===== config.mk =====
export PLATFORM = sky130hd
export DESIGN_NAME = frp_sequencer
export DESIGN_NICKNAME = d
export VERILOG_FILES = /design/src/verilog/frp_pkg.sv /design/src/verilog/frp_latch_bank.sv /design/src/verilog/frp_sequencer.sv
export SDC_FILE = /design/constraint.sdc
export NUM_CORES = 1
export LEC_CHECK = 0
export BUFFER_PORTS_ARGS = -buffer_cell sky130_fd_sc_hd__buf_2
export CELL_PAD_IN_SITES_DETAIL_PLACEMENT = 1
export CELL_PAD_IN_SITES_GLOBAL_PLACEMENT = 1
export CORE_MARGIN = 2
export CORE_UTILIZATION = 55
export CTS_BUF_LIST = sky130_fd_sc_hd__clkbuf_8 sky130_fd_sc_hd__clkbuf_16
export CTS_CLUSTER_SIZE = 14
export DETAILED_ROUTE_END_ITERATION = 6
export HOLD_SLACK_MARGIN = 0.03
export PLACE_DENSITY = 0.85
export SLEW_MARGIN = 20
export SYNTH_ARGS = -nofsm -noshare
export SYNTH_HDL_FRONTEND = slang
export SYNTH_SLANG_ARGS = --single-unit

===== constraint.sdc =====
create_clock -name clk_i -period 4.75 [get_ports clk_i]
set_input_delay 0.95 -clock clk_i [delete_from_list [all_inputs] [get_ports clk_i]]
set_output_delay 0.95 -clock clk_i [all_outputs]
set_load 0.005 [all_outputs]

===== src/verilog/frp_pkg.sv =====
package frp_pkg;

  // ==========================================================
  // register bus
  localparam int unsigned ADDR_W = 3;
  localparam int unsigned DATA_W = 8;

  localparam logic [2:0] REG_CTRL = 3'h0;
  localparam logic [2:0] REG_KEY = 3'h1;
  localparam logic [2:0] REG_ADDR_LOW = 3'h2;
  localparam logic [2:0] REG_ADDR_HIGH = 3'h3;
  localparam logic [2:0] REG_DATA_LOW = 3'h4;
  localparam logic [2:0] REG_DATA_HIGH = 3'h5;
  localparam logic [2:0] REG_IRQ_CTRL = 3'h6;

  // ==========================================================
  // flash_control_reg fields
  localparam int unsigned CTRL_TRIGGER = 0;
  localparam int unsigned CTRL_READ = 1;
  localparam int unsigned CTRL_PROGRAM_ENABLE = 2;
  localparam int unsigned CTRL_ERASE_SELECT = 3;
  localparam int unsigned CTRL_LATCH_ONLY = 4;
  localparam int unsigned CTRL_REGION_SELECT = 5;
  localparam int unsigned CTRL_PROGRAM_ERROR = 6;
  localparam int unsigned CTRL_COMPLETION = 7;
  localparam int unsigned IRQ_CTRL_ENABLE = 0;

  localparam logic [7:0] CTRL_RESET = 8'h00;
  localparam logic [7:0] UNLOCK_KEY_FIRST = 8'h55;
  localparam logic [7:0] UNLOCK_KEY_SECOND = 8'haa;

  // ==========================================================
  // flash geometry
  localparam int unsigned WORD_W = 14;
  localparam int unsigned NVM_ADDR_W = 15;
  localparam int unsigned ROW_W = 10;
  localparam int unsigned COL_W = 5;
  localparam int unsigned LATCH_COUNT = 32;
  localparam logic [13:0] BLANK_WORD = 14'h3fff;
  localparam logic [4:0] LAST_COL = 5'h1f;
  localparam logic [14:0] PFM_MAX_ADDR = 15'h3fff;

  // region-select set: offsets inside the id/config space
  localparam logic [14:0] UID_FIRST = 15'h0000;
  localparam logic [14:0] UID_LAST = 15'h0003;
  localparam logic [14:0] DEVID_FIRST = 15'h0005;
  localparam logic [14:0] DEVID_LAST = 15'h0006;
  localparam logic [14:0] CFG_FIRST = 15'h0007;
  localparam logic [14:0] CFG_LAST = 15'h000b;
  localparam logic [14:0] INFO_FIRST = 15'h0100;
  localparam logic [14:0] INFO_LAST = 15'h02ff;

  // ==========================================================
  // timing
  localparam int unsigned CLK_PERIOD_PS = 5000;
  localparam int unsigned ERASE_TIME_NS = 2000;
  localparam int unsigned PROG_TIME_NS = 2000;
  localparam int unsigned CNT_W = 16;

  function automatic int unsigned ns_to_cycles(input int unsigned ns);
    int unsigned c;
    c = (ns * 1000 + CLK_PERIOD_PS - 1) / CLK_PERIOD_PS;
    return (c < 1) ? 1 : c;
  endfunction

  localparam int unsigned ERASE_CYCLES = ns_to_cycles(ERASE_TIME_NS);
  localparam int unsigned PROG_CYCLES = ns_to_cycles(PROG_TIME_NS);

  // ==========================================================
  // sequencer states
  typedef enum logic [2:0] {
    FRP_IDLE = 3'b000,
    FRP_ERASE = 3'b001,
    FRP_WALK = 3'b010,
    FRP_COMMIT = 3'b011,
    FRP_READ = 3'b100
  } frp_state_e;

  typedef enum logic [1:0] {
    FRP_UNLK_IDLE = 2'b00,
    FRP_UNLK_FIRST = 2'b01,
    FRP_UNLK_ARMED = 2'b10
  } frp_unlock_e;

endpackage


===== src/verilog/frp_latch_bank.sv =====
module frp_latch_bank (
  input wire logic clk_i,
  input wire logic rst_b_i,
  input wire logic load_i,
  input wire logic [frp_pkg::COL_W-1:0] load_idx_i,
  input wire logic [frp_pkg::WORD_W-1:0] load_data_i,
  input wire logic blank_all_i,
  input wire logic [frp_pkg::COL_W-1:0] read_idx_i,
  output logic [frp_pkg::WORD_W-1:0] read_data_o
);
  import frp_pkg::*;

  typedef struct packed {
    logic [LATCH_COUNT-1:0][WORD_W-1:0] words;
  } frp_bank_s;

  frp_bank_s bank_q;
  frp_bank_s bank_d;

  // blanking wins over a load: both never meet, the load happens at trigger time
  always_comb begin
    bank_d = bank_q;
    if (blank_all_i) begin
      for (int i = 0; i < LATCH_COUNT; i++) begin
        bank_d.words[i] = BLANK_WORD;
      end
    end else if (load_i) begin
      bank_d.words[load_idx_i] = load_data_i;
    end
  end

  always_ff @(posedge clk_i or negedge rst_b_i) begin
    if (!rst_b_i) begin
      bank_q <= {LATCH_COUNT{BLANK_WORD}};
    end else begin
      bank_q <= bank_d;
    end
  end

  assign read_data_o = bank_q.words[read_idx_i];

endmodule


===== src/verilog/frp_sequencer.sv =====
module frp_sequencer (
  input wire logic clk_i,
  input wire logic rst_b_i,
  // register port
  input wire logic [frp_pkg::ADDR_W-1:0] reg_addr_i,
  input wire logic [frp_pkg::DATA_W-1:0] reg_wdata_i,
  input wire logic reg_we_i,
  input wire logic reg_re_i,
  output logic [frp_pkg::DATA_W-1:0] reg_rdata_o,
  // system
  input wire logic addr_protected_i,
  input wire logic reset_during_write_i,
  output logic cpu_stall_o,
  output logic completion_irq_o,
  // flash array macro
  output logic flash_region_o,
  output logic [frp_pkg::ROW_W-1:0] flash_row_o,
  output logic [frp_pkg::COL_W-1:0] flash_col_o,
  output logic flash_erase_o,
  output logic flash_write_o,
  output logic [frp_pkg::WORD_W-1:0] flash_wdata_o,
  output logic flash_commit_o,
  output logic flash_read_o,
  input wire logic [frp_pkg::WORD_W-1:0] flash_rdata_i
);
  import frp_pkg::*;

  // ==========================================================
  // state
  typedef struct packed {
    frp_state_e st;
    frp_unlock_e unlk;
    logic trigger;
    logic read;
    logic program_enable;
    logic erase_select;
    logic latch_only;
    logic region_select;
    logic program_error_flag;
    logic completion_flag;
    logic completion_irq_enable;
    logic [7:0] flash_addr_low;
    logic [6:0] flash_addr_high;
    logic [7:0] flash_data_low;
    logic [5:0] flash_data_high;
    logic [COL_W-1:0] walk_idx;
    logic [CNT_W-1:0] cnt;
    logic fl_region;
    logic [ROW_W-1:0] fl_row;
    logic [COL_W-1:0] fl_col;
    logic fl_erase;
    logic fl_write;
    logic [WORD_W-1:0] fl_wdata;
    logic fl_commit;
    logic fl_read;
    logic [DATA_W-1:0] rdata;
    logic [1:0] rst_sync;
  } frp_regs_s;

  frp_regs_s q;
  frp_regs_s d;

  // ==========================================================
  // helpers
  function automatic logic in_range(input logic [14:0] a, input logic [14:0] lo, input logic [14:0] hi);
    return (a >= lo) && (a <= hi);
  endfunction

  // self-write allowed: program space up to and including the top, or user id / config words
  function automatic logic writable(input logic region, input logic [14:0] a, input logic prot);
    logic ok;
    ok = 1'b0;
    if (!region) begin
      ok = (a <= PFM_MAX_ADDR);
    end else begin
      ok = in_range(a, UID_FIRST, UID_LAST) || in_range(a, CFG_FIRST, CFG_LAST);
    end
    return ok && !prot;
  endfunction

  function automatic logic readable(input logic region, input logic [14:0] a);
    logic ok;
    ok = 1'b0;
    if (!region) begin
      ok = (a <= PFM_MAX_ADDR);
    end else begin
      ok = in_range(a, UID_FIRST, UID_LAST) || in_range(a, DEVID_FIRST, CFG_LAST) ||
           in_range(a, INFO_FIRST, INFO_LAST);
    end
    return ok;
  endfunction

  function automatic logic [DATA_W-1:0] ctrl_image(input frp_regs_s r);
    logic [DATA_W-1:0] v;
    v = CTRL_RESET;
    v[CTRL_TRIGGER] = r.trigger;
    v[CTRL_READ] = r.read;
    v[CTRL_PROGRAM_ENABLE] = r.program_enable;
    v[CTRL_ERASE_SELECT] = r.erase_select;
    v[CTRL_LATCH_ONLY] = r.latch_only;
    v[CTRL_REGION_SELECT] = r.region_select;
    v[CTRL_PROGRAM_ERROR] = r.program_error_flag;
    v[CTRL_COMPLETION] = r.completion_flag;
    return v;
  endfunction

  // ==========================================================
  // latch bank
  logic latch_load;
  logic latch_blank;
  logic [WORD_W-1:0] latch_word;
  logic [NVM_ADDR_W-1:0] nvm_addr;
  logic [WORD_W-1:0] data_pair;

  assign nvm_addr = {q.flash_addr_high, q.flash_addr_low};
  assign data_pair = {q.flash_data_high, q.flash_data_low};

  frp_latch_bank u_latches (
    .clk_i(clk_i),
    .rst_b_i(rst_b_i),
    .load_i(latch_load),
    .load_idx_i(nvm_addr[COL_W-1:0]),
    .load_data_i(data_pair),
    .blank_all_i(latch_blank),
    .read_idx_i(q.walk_idx),
    .read_data_o(latch_word)
  );

  // ==========================================================
  // next state
  logic wr_ctrl;
  logic wr_key;
  logic go;

  always_comb begin
    d = q;
    latch_load = 1'b0;
    latch_blank = 1'b0;
    go = 1'b0;
    wr_ctrl = reg_we_i && (reg_addr_i == REG_CTRL);
    wr_key = reg_we_i && (reg_addr_i == REG_KEY);
    d.fl_write = 1'b0;
    d.fl_read = 1'b0;

    // software-visible register writes
    if (wr_ctrl) begin
      d.program_enable = reg_wdata_i[CTRL_PROGRAM_ENABLE];
      d.erase_select = reg_wdata_i[CTRL_ERASE_SELECT];
      d.latch_only = reg_wdata_i[CTRL_LATCH_ONLY];
      d.region_select = reg_wdata_i[CTRL_REGION_SELECT];
      d.program_error_flag = reg_wdata_i[CTRL_PROGRAM_ERROR];
      d.completion_flag = reg_wdata_i[CTRL_COMPLETION];
    end
    if (reg_we_i && (reg_addr_i == REG_ADDR_LOW)) begin
      d.flash_addr_low = reg_wdata_i;
    end
    if (reg_we_i && (reg_addr_i == REG_ADDR_HIGH)) begin
      d.flash_addr_high = reg_wdata_i[6:0];
    end
    if (reg_we_i && (reg_addr_i == REG_DATA_LOW)) begin
      d.flash_data_low = reg_wdata_i;
    end
    if (reg_we_i && (reg_addr_i == REG_DATA_HIGH)) begin
      d.flash_data_high = reg_wdata_i[5:0];
    end
    if (reg_we_i && (reg_addr_i == REG_IRQ_CTRL)) begin
      d.completion_irq_enable = reg_wdata_i[IRQ_CTRL_ENABLE];
    end

    // unlock tracker: any cycle other than the next expected step breaks it, idle cycles included
    unique case (q.unlk)
      FRP_UNLK_IDLE: begin
        if (wr_key && (reg_wdata_i == UNLOCK_KEY_FIRST)) begin
          d.unlk = FRP_UNLK_FIRST;
        end
      end
      FRP_UNLK_FIRST: begin
        if (wr_key && (reg_wdata_i == UNLOCK_KEY_SECOND)) begin
          d.unlk = FRP_UNLK_ARMED;
        end else begin
          d.unlk = FRP_UNLK_IDLE;
          d.program_error_flag = 1'b1;
        end
      end
      FRP_UNLK_ARMED: begin
        d.unlk = FRP_UNLK_IDLE;
        if (wr_ctrl && reg_wdata_i[CTRL_TRIGGER] && reg_wdata_i[CTRL_PROGRAM_ENABLE] && q.st == FRP_IDLE) begin
          go = 1'b1;
        end else begin
          d.program_error_flag = 1'b1;
        end
      end
      default: begin
        d.unlk = FRP_UNLK_IDLE;
      end
    endcase

    unique case (q.st)
      FRP_IDLE: begin
        if (go && reg_wdata_i[CTRL_ERASE_SELECT]) begin
          if (writable(reg_wdata_i[CTRL_REGION_SELECT], nvm_addr, addr_protected_i)) begin
            d.st = FRP_ERASE;
            d.trigger = 1'b1;
            d.cnt = CNT_W'(ERASE_CYCLES - 1);
            d.fl_region = reg_wdata_i[CTRL_REGION_SELECT];
            d.fl_row = nvm_addr[NVM_ADDR_W-1:COL_W];
            d.fl_erase = 1'b1;
          end else begin
            d.trigger = 1'b0;
            d.program_error_flag = 1'b1;
          end
        end else if (go && reg_wdata_i[CTRL_LATCH_ONLY]) begin
          // protection does not apply to the latches, no array access happens
          latch_load = 1'b1;
          d.trigger = 1'b0;
          d.completion_flag = 1'b1;
        end else if (go) begin
          if (writable(reg_wdata_i[CTRL_REGION_SELECT], nvm_addr, addr_protected_i)) begin
            latch_load = 1'b1;
            d.st = FRP_WALK;
            d.trigger = 1'b1;
            d.walk_idx = '0;
            d.fl_region = reg_wdata_i[CTRL_REGION_SELECT];
            d.fl_row = nvm_addr[NVM_ADDR_W-1:COL_W];
          end else begin
            d.trigger = 1'b0;
            d.program_error_flag = 1'b1;
          end
        end else if (wr_ctrl && reg_wdata_i[CTRL_READ]) begin
          d.st = FRP_READ;
          d.read = 1'b1;
          d.fl_region = reg_wdata_i[CTRL_REGION_SELECT];
          d.fl_row = nvm_addr[NVM_ADDR_W-1:COL_W];
          d.fl_col = nvm_addr[COL_W-1:0];
          d.fl_read = 1'b1;
        end
      end
      FRP_ERASE: begin
        // latches and program-enable are not touched here
        if (q.cnt == '0) begin
          d.st = FRP_IDLE;
          d.fl_erase = 1'b0;
          d.trigger = 1'b0;
          d.completion_flag = 1'b1;
        end else begin
          d.cnt = q.cnt - 1'b1;
        end
      end
      FRP_WALK: begin
        // blank latches are skipped, so a partial row writes only loaded words
        d.fl_write = (latch_word != BLANK_WORD);
        d.fl_wdata = latch_word;
        d.fl_col = q.walk_idx;
        if (q.walk_idx == LAST_COL) begin
          d.st = FRP_COMMIT;
          d.fl_commit = 1'b1;
          d.cnt = CNT_W'(PROG_CYCLES - 1);
        end else begin
          d.walk_idx = q.walk_idx + 1'b1;
        end
      end
      FRP_COMMIT: begin
        if (q.cnt == '0) begin
          d.st = FRP_IDLE;
          d.fl_commit = 1'b0;
          latch_blank = 1'b1;
          d.trigger = 1'b0;
          d.completion_flag = 1'b1;
        end else begin
          d.cnt = q.cnt - 1'b1;
        end
      end
      FRP_READ: begin
        d.st = FRP_IDLE;
        d.read = 1'b0;
        if (readable(q.fl_region, {q.fl_row, q.fl_col})) begin
          d.flash_data_low = flash_rdata_i[7:0];
          d.flash_data_high = flash_rdata_i[13:8];
        end else begin
          d.flash_data_low = '0;
          d.flash_data_high = '0;
        end
      end
      default: begin
        d.st = FRP_IDLE;
      end
    endcase

    // retained abort marker, seen only after two stages
    d.rst_sync = {q.rst_sync[0], reset_during_write_i};
    if (q.rst_sync[1]) begin
      d.program_error_flag = 1'b1;
    end

    // read data valid for one cycle after the strobe
    d.rdata = '0;
    if (reg_re_i) begin
      unique case (reg_addr_i)
        REG_CTRL: d.rdata = ctrl_image(q);
        REG_ADDR_LOW: d.rdata = q.flash_addr_low;
        REG_ADDR_HIGH: d.rdata = {1'b0, q.flash_addr_high};
        REG_DATA_LOW: d.rdata = q.flash_data_low;
        REG_DATA_HIGH: d.rdata = {2'b00, q.flash_data_high};
        REG_IRQ_CTRL: d.rdata = {7'h00, q.completion_irq_enable};
        default: d.rdata = '0;
      endcase
    end
  end

  // ==========================================================
  // registers
  always_ff @(posedge clk_i or negedge rst_b_i) begin
    if (!rst_b_i) begin
      q <= '0;
    end else begin
      q <= d;
    end
  end

  // ==========================================================
  // outputs
  // stall covers the walk and commit too, the cpu may not touch the address meanwhile
  assign cpu_stall_o = (q.st != FRP_IDLE);
  assign completion_irq_o = q.completion_flag && q.completion_irq_enable;
  assign reg_rdata_o = q.rdata;
  assign flash_region_o = q.fl_region;
  assign flash_row_o = q.fl_row;
  assign flash_col_o = q.fl_col;
  assign flash_erase_o = q.fl_erase;
  assign flash_write_o = q.fl_write;
  assign flash_wdata_o = q.fl_wdata;
  assign flash_commit_o = q.fl_commit;
  assign flash_read_o = q.fl_read;

endmodule


# Word-level counts from Yosys, hierarchy flattened
# Cells that the tools add are included.
dict set report totals {
  register_bits 556
  in_bits 31
  output_inout_bits 44
  wordCells 267
}
dict set report op_classes {
  addsub 2
  order_cmp 15
  eq_ne 39
  muxes 99
  n_reduce_logical 53
}
# op count
set op_table {}
lappend op_table {{2-to-1 mux 448 bit} 2}
lappend op_table {{bitwise mux 448 bit} 1}
lappend op_table {{2-to-1 mux 16 bit} 5}
lappend op_table {{binary-select mux 14 bit (select 5 bit)} 1}
lappend op_table {{demux 14 bit (select 5 bit)} 1}
lappend op_table {{2-to-1 mux 14 bit} 4}
lappend op_table {{case mux 16 bit (3 select lines)} 1}
lappend op_table {{case mux 8 bit (6 select lines)} 1}
lappend op_table {{2-to-1 mux 1 bit} 47}
lappend op_table {{2-to-1 mux 5 bit} 7}
lappend op_table {{2-to-1 mux 11 bit} 3}
lappend op_table {{greater-or-equal comparator 15 x 1 -> 1 bit, second input constant} 2}
lappend op_table {{greater-or-equal comparator 15 x 3 -> 1 bit, second input constant} 2}
lappend op_table {{less-or-equal comparator 15 x 14 -> 1 bit, second input constant} 2}
lappend op_table {{less-or-equal comparator 15 x 2 -> 1 bit, second input constant} 2}
lappend op_table {{less-or-equal comparator 15 x 4 -> 1 bit, second input constant} 2}
lappend op_table {{2-to-1 mux 27 bit} 1}
lappend op_table {{logical AND 1 bit} 24}
lappend op_table {{2-to-1 mux 3 bit} 8}
lappend op_table {{!= test 2 bit, second input constant} 11}
lappend op_table {{case mux 5 bit (2 select lines)} 2}
lappend op_table {{AND reduction 5 bit} 4}
lappend op_table {{logical NOT 16 bit} 1}
lappend op_table {{2-to-1 mux 8 bit} 2}
lappend op_table {{36 further kinds} 72}

# Longest topological paths before layout
dict set report logic_depth {
  ltp_word 19
  mapped_depth 11
  ltp_nobuf 9
}

# Cells and area by module
# A second synthesis with hierarchy kept.
dict set report hier_totals {
  hier_cells 2718
  hier_area_um2 28001.9
}
# module n_inst cells_each area_each_um2 seq_area_each_um2
set modules_own_cells {}
lappend modules_own_cells {frp_latch_bank 1 2143 22495.3 11771.3}
lappend modules_own_cells {frp_sequencer 1 575 5506.5 2702.6}

# Worst setup path before layout
# Ideal clock, no wire load.
dict set report synth_path {
  path_kind {input-to-reg}
  startpoint {input reg_addr_i[2] (netlist bit)}
  endpoint {register u_latches.bank_q[270] (netlist bit)}
  setup_ns 0.078
  t_arrival_ns 3.013
  t_required_ns 4.672
  setup_slack_ns 1.659
  cell_stages 10
  path_buffers 3
  cell_sequence {clkbuf_1 -> nor4b_2 -> nand3_1 -> nor2_1 -> buf_4 -> nand3_1 -> nor2_2 -> buf_2 -> mux2i_1 -> nand2_1}
}
dict set report synth_between {
  elab_chain_len 12
  word_cells_on_any_way 14
  classes_between {mux (6); reduce/logical (8)}
}
# element line_no
set synth_lines {}
lappend synth_lines {{start: declaration} frp_sequencer.sv:5} ;# input wire logic [frp_pkg::ADDR_W-1:0] reg_addr_i,
lappend synth_lines {{logical NOT 3 bit *} frp_sequencer.sv:140} ;# wr_ctrl = reg_we_i && (reg_addr_i == REG_CTRL);
lappend synth_lines {{logical AND 1 bit *} frp_sequencer.sv:140}
lappend synth_lines {{logical AND 1 bit * (3 in series)} frp_sequencer.sv:187} ;# if (wr_ctrl && reg_wdata_i[CTRL_TRIGGER] && reg_wdata_i[CTRL_PROGRAM_ENABLE] && q.st == FRP_IDLE) begin
lappend synth_lines {{2-to-1 mux 1 bit *} frp_sequencer.sv:187}
lappend synth_lines {{2-to-1 mux 1 bit *} frp_sequencer.sv:171} ;# unique case (q.unlk)
lappend synth_lines {{2-to-1 mux 1 bit or logical AND 1 bit (tied branches)} {frp_sequencer.sv:217, frp_sequencer.sv:212}}
lappend synth_lines {{2-to-1 mux 1 bit} frp_sequencer.sv:212} ;# end else if (go && reg_wdata_i[CTRL_LATCH_ONLY]) begin
lappend synth_lines {{2-to-1 mux 1 bit *} frp_sequencer.sv:200} ;# if (go && reg_wdata_i[CTRL_ERASE_SELECT]) begin
lappend synth_lines {{2-to-1 mux 1 bit *} frp_sequencer.sv:198} ;# unique case (q.st)
lappend synth_lines {{nonzero test 2 bit (no source line) *} --}
lappend synth_lines {{end signal: assignment} frp_latch_bank.sv:34} ;# bank_q <= {LATCH_COUNT{BLANK_WORD}};
lappend synth_lines {{end signal: assignment} frp_latch_bank.sv:36} ;# bank_q <= bank_d;
lappend synth_lines {{end: declaration} frp_latch_bank.sv:17} ;# frp_bank_s bank_q;
# Every way passes the cells marked *; elsewhere a longest branch is shown, timed or not.
# A chain may end at the register's enable or synchronous reset.

# Worst setup path after layout
dict set report layout_path {
  startpoint {register q[47] (netlist bit)}
  endpoint {register u_latches.bank_q[293] (netlist bit)}
}
dict set report layout_between {
  elab_chain_len 4
  word_cells_on_any_way 5
  classes_between {mux (3); reduce/logical (2)}
}
# element line_no
set layout_lines {}
lappend layout_lines {{start: declaration} frp_sequencer.sv:60} ;# frp_regs_s q;
lappend layout_lines {{start signal: assignment} frp_sequencer.sv:314} ;# q <= '0;
lappend layout_lines {{start signal: assignment} frp_sequencer.sv:316} ;# q <= d;
lappend layout_lines {{logical NOT 16 bit *} frp_sequencer.sv:263} ;# if (q.cnt == '0) begin
lappend layout_lines {{2-to-1 mux 1 bit *} frp_sequencer.sv:263}
lappend layout_lines {{2-to-1 mux 1 bit *} frp_sequencer.sv:198}
lappend layout_lines {{2-to-1 mux 448 bit or nonzero test 2 bit (tied branches)} --}
# Marked as above.

==> run metrics <==
num rows=83; CTS Hold Bufs=0; Clock Path Buffers=3; sequential power share=0.479; Die W=230 um; GRT overflow=0; postcts setup bufs=0; routed vias=19700; clock root cell=clkbuf_16; async set or reset register ratio after synthesis=1.00; Least-Margin Pin Slew=1.26 ns; # clock sinks=556; commonest non-fill, non-tap cells in the layout=523 x nand2_1, 518 x mux2i_1, 448 x dfstp_2; placer's final routability congestion estimate=0.906; Initial Util=0.553; CP Capture Type=register; register-to-register setup slack=1.02 ns; Buffers on Ports=74; yosys warns=0; Clk pwr share=0.439; Arr. time, crit path=4.27 ns; most common cell after layout, fill and taps aside=nand2_1; setup TNS=0 ns; DR iter-0 viols=1806; area of the multi-input gates=12200 um2; final WL=84700 um; Worst Skew=0.0191 ns; Synth area leaders=dfstp_2 42%, mux2i_1 18%, dfrtp_1 9.6%; outcome=finished clean; # Max-Cap Violations=0; Post-DP HPWL=50800 um; CTS buffer count=58; initial antenna violation count=2; hold_ws=0.242 ns; Synth Flop Type=dfstp_2; Die Height=230 um; share of cells above drive strength 1=0.354; Int Power=7.98 mW; post-synth top area share=0.417; H-tree depth=2; CTS tree=built; Switching Share=0.269; WP data required=5.28 ns; core area=51000 um2; fin nets=2403; final setup fails=0; Syn Std Cell Area=28200 um2; Area Growth Syn to Fin=8.28%; pwr/cell area=357 nW/um2; first drt pass iteration count=5; worst-skew pair later-pin latency=0.63 ns; Worst-path clk slew=0.07 ns; syn nets=2461; Syn Inst Count=2424; logic gate share of total power=0.083; syn avg cell area=11.6 um2; global-route wire length before repair=132000 um; Top Ports=75; register area=14500 um2; critical path's largest stage delay=0.67 ns; Period minus WS final=3.73 ns; Pleak=10.9 nW; Post-DRT Antenna Nets=0; Crit path max-delay family=simple AND/OR/NAND/NOR gates; FILL cells=5135; die area=53100 um2; Min-Delay Path Class=in2async; drt wl/cell=27.4 um; CP Class=reg2reg; RSZ-0062 raised after global routing=no; vias in the first global route=21800; fmax=0.268 GHz; reg-to-reg startpoint=q[47]; ant diodes=0; register bit total from synthesis=556; crit path launch type=register; sequential cell area fraction in the yosys report=0.513; slowest stage cell on the critical path=or4_1; Post-synth EDFFs=0; sw power=2.94 mW; Vias/cell=6.37; reg2reg path depth=8; VDD IR max=0.292 mV; Max Slew Vio Count=0; RR Endpoint=u_latches.bank_q[293]; largest net degree at the start of global routing=251; DRC violations left=0; Total GRT Usage=0.323; Slew HR=0.161; Yosys top cell by area=dfstp_2; CP max FO=250; post-cts resize count=0; Distinct cells, synth=60; CP Cell Sequence=or4_1 > nor3_2 > nand2b_1 > or3_4 > nor4_4 > nand2_8 > buf_12 > nand2_1; final hold vios=0; final worst path period share=0.786; Buf/Inv on CP=1
==> sequential cells by signal, summed over array words and instances, names as in the netlist, 5 cells and up <==
register	cells
u_latches.bank_q	448
q	36
nvm_addr	15
data_pair	14
flash_wdata_o	14
flash_row_o	10
reg_rdata_o	8
flash_col_o	5
==> per-layer routing <==
layer / share of wire / track usage
met5: 0 / 0
met1: 0.40 / 0.408
met4: 0.046 / 0.149
met2: 0.49 / 0.545
met3: 0.059 / 0.0546
==> through the flow <==
| step | std cells | util | cell area [um2] | setup WS [ns] | power, mW |
|---|---|---|---|---|---|
| after floorplan | 2424 | - | 28200 | 1.66 | 5.70 |
| after global placement | 2986 | 0.560 | 28500 | 1.04 | 6.09 |
| after detailed placement | 2986 | 0.560 | 28500 | 0.866 | 6.16 |
| after CTS | 3095 | 0.599 | 30500 | 1.20 | 11.0 |
| after global routing | 3095 | 0.599 | 30500 | 0.907 | 11.2 |
| final | 3095 | 0.599 | 30500 | 1.02 | 10.9 |
==> logic make-up (layout without fill, tap and decap cells) <==
kind of cell | count (synthesis) | after routing | synth area share
and+or+nand+nor | 751 | 751 | 0.115
xor gates and xnor gates | 13 | 13 | 0.00404
DFF | 556 | 556 | 0.513
muxes | 640 | 640 | 0.264
buffers and inverters | 263 | 254 | 0.0556
adders and majority gates | 6 | 6 | 0.00266
AOI/OAI and AO/OA | 195 | 195 | 0.0454
==> synthesized netlist by cell type, types with 31 or more instances <==
| library cell | n |
|---|---|
| a21oi_1 | 32 |
| a221oi_1 | 35 |
| buf_1 | 40 |
| buf_2 | 41 |
| buf_4 | 53 |
| buf_6 | 44 |
| clkbuf_1 | 76 |
| dfrtp_1 | 108 |
| dfstp_2 | 448 |
| mux2_2 | 42 |
| mux2i_1 | 518 |
| mux4_2 | 80 |
| nand2_1 | 524 |
| nand3_1 | 51 |
| nor2_1 | 58 |
| nor2_2 | 31 |
| o21ai_0 | 64 |
==> power groups by stage <==
stage | Clock, mW | Combinational, mW | Sequential [mW]
floorplan | 0 | 0.649 | 5.05
global placement | 0 | 0.828 | 5.26
detailed placement | 0 | 0.880 | 5.28
CTS | 4.85 | 0.901 | 5.22
global route | 5.03 | 0.968 | 5.25
finish | 4.79 | 0.903 | 5.23
==> worst max-delay path by stage <==
stage	startpoint	endpoint	slack, ns	depth (start not counted)
5_1_grt	q[106]	u_latches.bank_q[139]	0.91	8
6_report	q[47]	u_latches.bank_q[293]	1.02	8
2_1_floorplan	reg_addr_i[2]	u_latches.bank_q[270]	1.66	10
3_3_place_gp	reg_addr_i[1]	u_latches.bank_q[133]	1.04	9
3_5_place_dp	reg_addr_i[1]	u_latches.bank_q[126]	0.87	9
4_1_cts	q[106]	u_latches.bank_q[127]	1.20	8
==> layout make-up <==
class | instances | share of cell area
Clock buffer | 80 | 0.0578
Sequential cell | 556 | 0.474
Multi-Input combinational cell | 1605 | 0.399
Timing Repair Buffer | 136 | 0.0314
Inverter | 9 | 0.00111
Clock inverter | 29 | 0.00819
Tap cell | 680 | 0.0279
Power figures use the tool's default switching activity.
